--- src/rtl/vcs_pkg.sv ---
// shared constants and types for the current-sample filter device
package vcs_pkg;
  // filter structure
  localparam int NCH = 4;
  localparam int CH_USED = 3;
  localparam int FILTER_OVERSAMPLING_RATIO = 128;
  localparam int INTEGRATOR_OVERSAMPLING_RATIO = 8;
  localparam int EFFECTIVE_OVERSAMPLING_RATIO = FILTER_OVERSAMPLING_RATIO * INTEGRATOR_OVERSAMPLING_RATIO;
  localparam int SINC_W = 22;
  localparam int SAMP_W = 32;
  // serial read-out: three 32-bit samples per frame
  localparam int LINK_BITS = CH_USED * SAMP_W;
  localparam logic [6:0] LINK_LAST = 7'h5f;
  // register map
  localparam logic [7:0] OFF_CTRL = 8'h00;
  localparam logic [7:0] OFF_STAT = 8'h04;
  localparam logic [3:0] OFF_DATA_HI = 4'h1;
  localparam int CTRL_EN_LSB = 0;
  localparam int CTRL_SRST_BIT = 8;
  localparam logic [3:0] CTRL_EN_RST = 4'h0;
  localparam int STAT_READY_BIT = 0;
  localparam int STAT_LINK_LSB = 4;
  localparam int STAT_CNT_LSB = 8;

  typedef struct packed {
    logic wr;
    logic rd;
    logic [7:0] addr;
    logic [31:0] wdata;
  } vcs_bus_t;

  typedef struct packed {
    logic csN;
    logic sclk;
    logic mosi;
  } vcs_spi_t;

  typedef enum logic [1:0] {
    LS_IDLE = 2'b00,
    LS_SHIFT = 2'b01,
    LS_DONE = 2'b10
  } vcs_link_t;
endpackage

--- src/rtl/vcs_filter_chan.sv ---
// one sinc3 filter channel with its integrator stage
`timescale 1ns/1ns
module vcs_filter_chan #(
  parameter int FILTER_OVERSAMPLING_RATIO = vcs_pkg::FILTER_OVERSAMPLING_RATIO,
  parameter int INTEGRATOR_OVERSAMPLING_RATIO = vcs_pkg::INTEGRATOR_OVERSAMPLING_RATIO,
  parameter int W = vcs_pkg::SINC_W,
  parameter int OW = vcs_pkg::SAMP_W
) (
  // clock and reset
  input wire logic clk,
  input wire logic rst_n,
  // control
  input wire logic clear,
  input wire logic enable,
  // modulator bit, qualified by tick
  input wire logic tick,
  input wire logic bitIn,
  // effective sample out
  output logic [OW-1:0] sample,
  output logic valid
);
  localparam int DW = $clog2(FILTER_OVERSAMPLING_RATIO);
  localparam int IW = $clog2(INTEGRATOR_OVERSAMPLING_RATIO);
  localparam logic [DW-1:0] LAST_D = DW'(FILTER_OVERSAMPLING_RATIO - 1);
  localparam logic [IW-1:0] LAST_I = IW'(INTEGRATOR_OVERSAMPLING_RATIO - 1);

  typedef struct packed {
    logic [W-1:0] i1;
    logic [W-1:0] i2;
    logic [W-1:0] i3;
    logic [W-1:0] c1;
    logic [W-1:0] c2;
    logic [W-1:0] c3;
    logic [DW-1:0] decCnt;
    logic [IW-1:0] intCnt;
    logic [OW-1:0] acc;
    logic [OW-1:0] sample;
    logic valid;
  } vcs_chan_t;

  vcs_chan_t q;
  vcs_chan_t d;

  always_comb begin
    logic [W-1:0] d1;
    logic [W-1:0] d2;
    logic [W-1:0] d3;
    d1 = '0;
    d2 = '0;
    d3 = '0;
    d = q;
    d.valid = 1'b0;
    if (tick) begin
      // unsigned 0/1 input; wrap-around keeps the comb result exact
      d.i1 = q.i1 + W'(bitIn); // RULE19
      d.i2 = q.i2 + q.i1;
      d.i3 = q.i3 + q.i2;
      d.decCnt = q.decCnt + 1'b1;
      if (q.decCnt == LAST_D) begin
        d.decCnt = '0;
        d1 = q.i3 - q.c1; // RULE19
        d2 = d1 - q.c2;
        d3 = d2 - q.c3;
        d.c1 = q.i3;
        d.c2 = d1;
        d.c3 = d2;
        d.intCnt = q.intCnt + 1'b1;
        d.acc = q.acc + OW'(d3); // RULE20
        if (q.intCnt == LAST_I) begin
          d.intCnt = '0;
          d.sample = q.acc + OW'(d3); // RULE20
          d.acc = '0;
          d.valid = 1'b1;
        end
      end
    end
    if (clear || !enable) begin
      d = '0; // RULE16
    end
  end

  always_ff @(posedge clk or negedge rst_n) begin
    if (!rst_n) begin
      q <= '0;
    end else begin
      q <= d;
    end
  end

  assign sample = q.sample;
  assign valid = q.valid;
endmodule // vcs_filter_chan

--- src/rtl/vcs_filter_device.sv ---
// current-sample filter device: filters, sample-ready flag, serial read-out
// How it works
// RULE1 - soft reset returns block to defaults; here the filter enables keep their value
// RULE2 - host trigger timer counts modulator clock
// RULE3 - host trigger falls after full count
// RULE4 - host trigger rise fixed-spaced, before fall
// RULE5 - host makes trigger edges in hardware
// RULE6 - host voltage scan shorter than period
// RULE7 - host keeps trigger timer stopped initially
// RULE8 - host converter scans all voltage channels
// RULE9 - host converter clock 3 MHz, 4+16 cycles; here half the modulator clock, 7.8125 MHz
// RULE10 - host converter interrupts after full scan
// RULE11 - host presents voltages as 16-bit signed
// RULE12 - host channels two, one, zero: A, B, C
// RULE13 - host resets device, runs 3-wire 3 MHz link; here the bench clocks it at 15.625 MHz
// RULE14 - host interrupts on sample-ready rising edge; here the bench polls the ready level each clock
// RULE15 - host withholds modulator clock until start
// RULE16 - filters 1-3 used, filter 4 idle
// RULE17 - each filter keeps 32-bit sample register
// RULE18 - enabled filters forward modulator clock out
// RULE19 - sinc3 filter, decimation 128, into integrator
// RULE20 - integrator sums 8, effective ratio 1024
// RULE21 - ready high from new sample until read
// RULE22 - host start order keeps timing repeatable
//
// Chosen here: the placing of the registers and the address-and-strobe port.
`timescale 1ns/1ns
module vcs_filter_device #(
  parameter int NCH = vcs_pkg::NCH
) (
  // clock and reset
  input wire logic clk,
  input wire logic rst_n,
  // register port
  input wire vcs_pkg::vcs_bus_t bus,
  output logic [31:0] rdata,
  // modulator side
  input wire logic modClkIn,
  input wire logic [NCH-1:0] bitIn,
  output logic [NCH-1:0] clkOut,
  // host serial link
  input wire vcs_pkg::vcs_spi_t spiIn,
  output logic miso,
  output logic sampleReady
);
  typedef struct packed {
    logic modS1;
    logic modS2;
    logic modS3;
    logic [NCH-1:0] bitS1;
    logic [NCH-1:0] bitS2;
    vcs_pkg::vcs_spi_t spiS1;
    vcs_pkg::vcs_spi_t spiS2;
    vcs_pkg::vcs_spi_t spiS3;
    logic [NCH-1:0] ctrlEn;
    logic srst;
    logic [NCH-1:0][vcs_pkg::SAMP_W-1:0] data;
    logic [vcs_pkg::LINK_BITS-1:0] shift;
    logic [6:0] bitCnt;
    vcs_pkg::vcs_link_t link;
    logic ready;
    logic miso;
    logic [NCH-1:0] clkOut;
    logic [31:0] rdata;
  } vcs_state_t;

  vcs_state_t q;
  vcs_state_t d;
  logic tick;
  logic readDone;
  logic newSample;
  logic [NCH-1:0] chValid;
  logic [NCH-1:0][vcs_pkg::SAMP_W-1:0] chSample;

  assign tick = q.modS2 & ~q.modS3;

  genvar gi;
  generate
    for (gi = 0; gi < NCH; gi++) begin : g_chan
      vcs_filter_chan u_chan (
        .clk(clk),
        .rst_n(rst_n),
        .clear(q.srst),
        .enable(q.ctrlEn[gi]),
        .tick(tick),
        .bitIn(q.bitS2[gi]),
        .sample(chSample[gi]),
        .valid(chValid[gi])
      );
    end
  endgenerate

  // all channels share one tick, so any enabled valid marks a new set
  assign newSample = |(chValid & q.ctrlEn);
  // host samples on sclk rise; done once the last of 96 bits is taken
  assign readDone = q.link == vcs_pkg::LS_SHIFT && q.spiS2.sclk
    && !q.spiS3.sclk && q.bitCnt == vcs_pkg::LINK_LAST;

  always_comb begin
    d = q;
    d.modS1 = modClkIn;
    d.modS2 = q.modS1;
    d.modS3 = q.modS2;
    d.bitS1 = bitIn;
    d.bitS2 = q.bitS1;
    d.spiS1 = spiIn;
    d.spiS2 = q.spiS1;
    d.spiS3 = q.spiS2;
    d.srst = 1'b0;
    d.rdata = '0;
    d.clkOut = {NCH{q.modS2}} & q.ctrlEn; // RULE18
    for (int i = 0; i < NCH; i++) begin
      if (chValid[i]) begin
        d.data[i] = chSample[i]; // RULE17
      end
    end
    // serial read-out; a snapshot at select keeps a frame consistent
    if (q.spiS3.csN && !q.spiS2.csN) begin
      d.shift = {q.data[0], q.data[1], q.data[2]};
      d.miso = q.data[0][vcs_pkg::SAMP_W-1];
      d.bitCnt = '0;
      d.link = vcs_pkg::LS_SHIFT;
    end else if (q.spiS2.csN) begin
      d.link = vcs_pkg::LS_IDLE;
      d.miso = 1'b0;
    end else if (q.link == vcs_pkg::LS_SHIFT) begin
      if (q.spiS2.sclk && !q.spiS3.sclk) begin
        d.bitCnt = q.bitCnt + 1'b1;
        if (readDone) begin
          d.link = vcs_pkg::LS_DONE;
        end
      end else if (!q.spiS2.sclk && q.spiS3.sclk) begin
        d.shift = {q.shift[vcs_pkg::LINK_BITS-2:0], 1'b0};
        d.miso = q.shift[vcs_pkg::LINK_BITS-2];
      end
    end
    // set wins over clear
    if (readDone) begin
      d.ready = 1'b0; // RULE21
    end
    if (newSample) begin
      d.ready = 1'b1; // RULE21
    end
    if (bus.wr) begin
      if (bus.addr == vcs_pkg::OFF_CTRL) begin
        d.ctrlEn = bus.wdata[vcs_pkg::CTRL_EN_LSB +: NCH];
        d.srst = bus.wdata[vcs_pkg::CTRL_SRST_BIT];
      end
    end
    if (bus.rd) begin
      if (bus.addr == vcs_pkg::OFF_CTRL) begin
        d.rdata[vcs_pkg::CTRL_EN_LSB +: NCH] = q.ctrlEn;
      end else if (bus.addr == vcs_pkg::OFF_STAT) begin
        d.rdata[vcs_pkg::STAT_READY_BIT] = q.ready;
        d.rdata[vcs_pkg::STAT_LINK_LSB +: 2] = q.link;
        d.rdata[vcs_pkg::STAT_CNT_LSB +: 7] = q.bitCnt;
      end else if (bus.addr[7:4] == vcs_pkg::OFF_DATA_HI
          && bus.addr[1:0] == 2'b00) begin
        d.rdata = q.data[bus.addr[3:2]];
      end
    end
    // soft reset clears samples, flag and link, keeps enables
    if (q.srst) begin
      d.data = '0; // RULE1
      d.ready = 1'b0;
      d.link = vcs_pkg::LS_IDLE;
      d.bitCnt = '0;
      d.miso = 1'b0;
    end
  end

  always_ff @(posedge clk or negedge rst_n) begin
    if (!rst_n) begin
      q <= '0;
      q.ctrlEn <= vcs_pkg::CTRL_EN_RST;
      q.link <= vcs_pkg::LS_IDLE;
    end else begin
      q <= d;
    end
  end

  assign rdata = q.rdata;
  assign clkOut = q.clkOut;
  assign miso = q.miso;
  assign sampleReady = q.ready;
endmodule // vcs_filter_device

--- config.mk ---
export PLATFORM = sky130hd
export DESIGN_NAME = vcs_filter_device
export DESIGN_NICKNAME = d
export VERILOG_FILES = /design/src/rtl/vcs_pkg.sv /design/src/rtl/vcs_filter_chan.sv /design/src/rtl/vcs_filter_device.sv
export SDC_FILE = /design/constraint.sdc
export NUM_CORES = 2
export LEC_CHECK = 0
export BUFFER_PORTS_ARGS = -buffer_cell sky130_fd_sc_hd__buf_2
export CORE_ASPECT_RATIO = 0.6
export CORE_MARGIN = 10
export CORE_UTILIZATION = 40
export DETAILED_ROUTE_END_ITERATION = 8
export SETUP_SLACK_MARGIN = 0.05
export SYNTH_ARGS = -nofsm -noshare
export SYNTH_HDL_FRONTEND = slang
export SYNTH_SLANG_ARGS = --single-unit
--- constraint.sdc ---
create_clock -name clk -period 9.45 [get_ports clk]
set_clock_uncertainty 0.05 [all_clocks]
set_input_delay 1.89 -clock clk [delete_from_list [all_inputs] [get_ports clk]]
set_output_delay 1.89 -clock clk [all_outputs]
set_load 0.1 [all_outputs]
==> results.yml <==
logic_synthesis:
  synth_top_area_share_pct: 40.2
  synthTopCellsByArea: "dfrtp_1 (40%), ha_1 (9.6%), nand2_1 (6.0%)"
  syn_area_um2: 69800
  synth_compound_area_share_pct: 18.8
  yosys_warnings: 0
  synth.distinct_cells: 88
  syn_area_per_cell_um2: 9.07
  synthMuxAreaShare_pct: 4.38
  synth_top_cell_by_area: "dfrtp_1"
  ys.flop_type: "dfrtp_1"
  synthSimpleGateAreaFrac_pct: 15.2
  synth_fp_nets: 8305
  synth_most_common_cell: "dfrtp_1"
  synth-edff-count: 0
  synthAdderAreaFrac_pct: 10.3
  syn_inst: 7692
  synthTopCellsByCount: "dfrtp_1 (1120), nand2_1 (1116), a21oi_1 (699), nor2_1 (569), ha_1 (537)"
  ys_seq_area_share_pct: 40.2
  async_reset_ff_share_pct: 100
  synth_top_family_by_area: "compound AO/OA/AOI/OAI gates"
  synth_xor_area_share_pct: 6.92
  ys_seq_elements: 1120
final_layout:
  synthToLayoutAreaGrowth_pct: 9.18
  nNetsFinal: 8190
  design_area_um2: 76200
  drive_gt1_share_pct: 5.68
  fin_util_pct: 44.0
  seq_area_um2: 28000
  fill_cells: 16700
  multiInputGateArea_um2: 38900
  finalNonFillerCells: 10000
route:
  wl_per_cell_um: 17.3
  drt.antenna.violating_nets: 0
  vias: 54400
  via_per_inst: 5.44
  drtPass1Iterations: 5
  first_iter_violations: 4198
  postRouteWirelength_um: 173000
  drc: 0
timing:
  worst_pin_slew_ns: 1.25
  setup_viol: 0
  maxSlewHeadroom_pct: 16.3
  fin_crit_sh_pct: 89.1
  period_minus_slack_ns: 8.42
  drv_slew: 0
  tns_ns: 0
  clock.fmax_ghz: 0.119
  hold_violations: 0
  rsz0062_at_grt: "false"
place:
  postPlaceCellArea_um2: 72200
  portBuffers: 61
  dp_hpwl_um: 122000
  gp_congestion: 0.869
  dp_cells: 9806
floorplan:
  fp.dieW_um: 559
  die_h_um: 343
  start_util_pct: 40.3
  io_pins: 90
  dieArea_um2: 192000
  row_count: 118
  core_area_um2: 173000
clock_tree:
  cts_resized: 0
  root_buffer: "clkbuf_16"
  postCtsHoldBufs: 0
  clock_sinks: 1120
  numCtsBuffers: 109
  post_cts_buffers: 0
  insertion_delay_ns: 0.73
  cts_max_level: 3
  cts_tree: "done"
  clk_path_buf_depth: 3
  path_clk_slew_ns: 0.07
power_and_ir_drop:
  power.density_nw_per_um2: 151
  clkPwrFrac_pct: 42.4
  swShare_pct: 28.9
  internal_power_w: 0.00818
  p_seq_share_pct: 41.8
  comb_power_share_pct: 15.8
  power_switching_w: 0.00333
  peakVddDrop_mv: 0.162
  p_leak_nw: 34.7
critical_path:
  path_max_fanout: 11
  arrival_ns: 9.00
  r2r-end: "g_chan[0].u_chan.sample[28]"
  crit_cells: 35
  cpMaxStageDelayCell: "a31oi_1"
  regToRegSetupSlack_ns: 1.03
  endpoint_kind: "register"
  worst-path-buf-inv: 1
  setup.worst_path.class: "register to register"
  cpPeakStageDelay_ns: 0.73
  r2r_cells: 35
  cp_top_family: "compound AO/OA/AOI/OAI gates"
  r2r-start: "g_chan[0].u_chan.q[141]"
  critPathLaunchType: "register"
  worstPathRequired_ns: 10.03
global_route:
  grt_util_all_layers_pct: 17.5
  grt_max_degree: 157
  grt_pass1_wl_um: 285000
  antenna_found_initial: 3
  overflow: 0
  grt_pass1_vias: 52000
min_path:
  min_path_cells: 0
  hp-class: "register to register"
  min_to: "d[277]"
  worstHoldStart: "d[280]"
flow_run:
  max_cap_viol_count: 0
run_status:
  outcome: "finished, final reports clean"
## worst max-delay path by stage
stage                                       start                           to
after floorplan           g_chan[0].u_chan.q[141]  g_chan[0].u_chan.sample[26]
after global routing      g_chan[0].u_chan.q[141]  g_chan[0].u_chan.sample[30]
after detailed placement  g_chan[0].u_chan.q[141]  g_chan[0].u_chan.sample[24]
final                     g_chan[0].u_chan.q[141]  g_chan[0].u_chan.sample[28]
after global placement    g_chan[0].u_chan.q[141]  g_chan[0].u_chan.sample[24]
after CTS                 g_chan[0].u_chan.q[141]  g_chan[0].u_chan.sample[30]
## cell type report
cell class	instances	area share, %
Clock inverter	70	1.18
Antenna cell	1	0.00329
Inverter	406	2.00
Multi-Input combinational cell	5827	51.1
Tap cell	2340	3.84
Sequential cell	1120	36.8
Clock buffer	137	4.04
Timing Repair Buffer	113	1.03
## cell usage in the layout (no fill, tap or decap), drive strengths merged, types with 24 or more instances in the layout
cell type     n
fa           24
buf         113
o31ai        48
nand3       130
a211oi       58
nand2      1116
dfrtp      1120
inv         410
clkinv       34
a21oi       699
nor3         92
a22o        200
and2         34
o21bai       56
o21ai       471
mux4         32
xnor2       321
or3          72
ha          537
nand4        55
a211o        24
a31oi        59
clkbuf      137
a21o        180
nand2b       69
and3         98
xor2        222
nor2b        67
mux2i       229
o21a         62
nor2        569
## state kept, by name, summed over array words and instances (netlist names)
signal and cells:
rdata 32, clkOut 4, g_chan.u_chan.q 696, sampleReady 1, g_chan.u_chan.valid 4, miso 1, q 244, g_chan.u_chan.sample 128
d 10
## layer usage
| metal | global-route usage (%) | share of wire (%) |
|---|---|---|
| met2 | 24.9 | 40 |
| met3 | 2.04 | 4.4 |
| met4 | 2.94 | 1.5 |
| met5 | 0 | 0 |
| met1 | 28.3 | 54 |
## power groups by stage
stage	registers, W	logic (W)	clock network (W)
3_5_place_dp	0.00490	0.00181	0
4_1_cts	0.00481	0.00182	0.00498
5_1_grt	0.00480	0.00202	0.00519
2_1_floorplan	0.00490	0.00126	0
6_report	0.00481	0.00182	0.00488
3_3_place_gp	0.00490	0.00179	0
## cell families (layout without fill, tap and decap cells)
kind of cell	after synthesis	in the layout
AOI/OAI and AO/OA	2060	2060
xor gates and xnor gates	546	546
adders and majority gates	561	561
buffers and inverters	745	726
DFF	1120	1120
muxes	265	265
other	0	1
and+or+nand+nor	2395	2395
## per-stage QoR
stage | power, W | setup WS, ns | hold slack (ns)
finish | 0.0115 | 1.03 | 0.302
global placement | 0.00668 | 1.14 | 0.284
global route | 0.0120 | 0.178 | 0.316
detailed placement | 0.00671 | 1.14 | 0.289
CTS | 0.0116 | 1.07 | 0.305
floorplan | 0.00616 | 2.32 | 0.281
(Power assumes the default switching activity.)
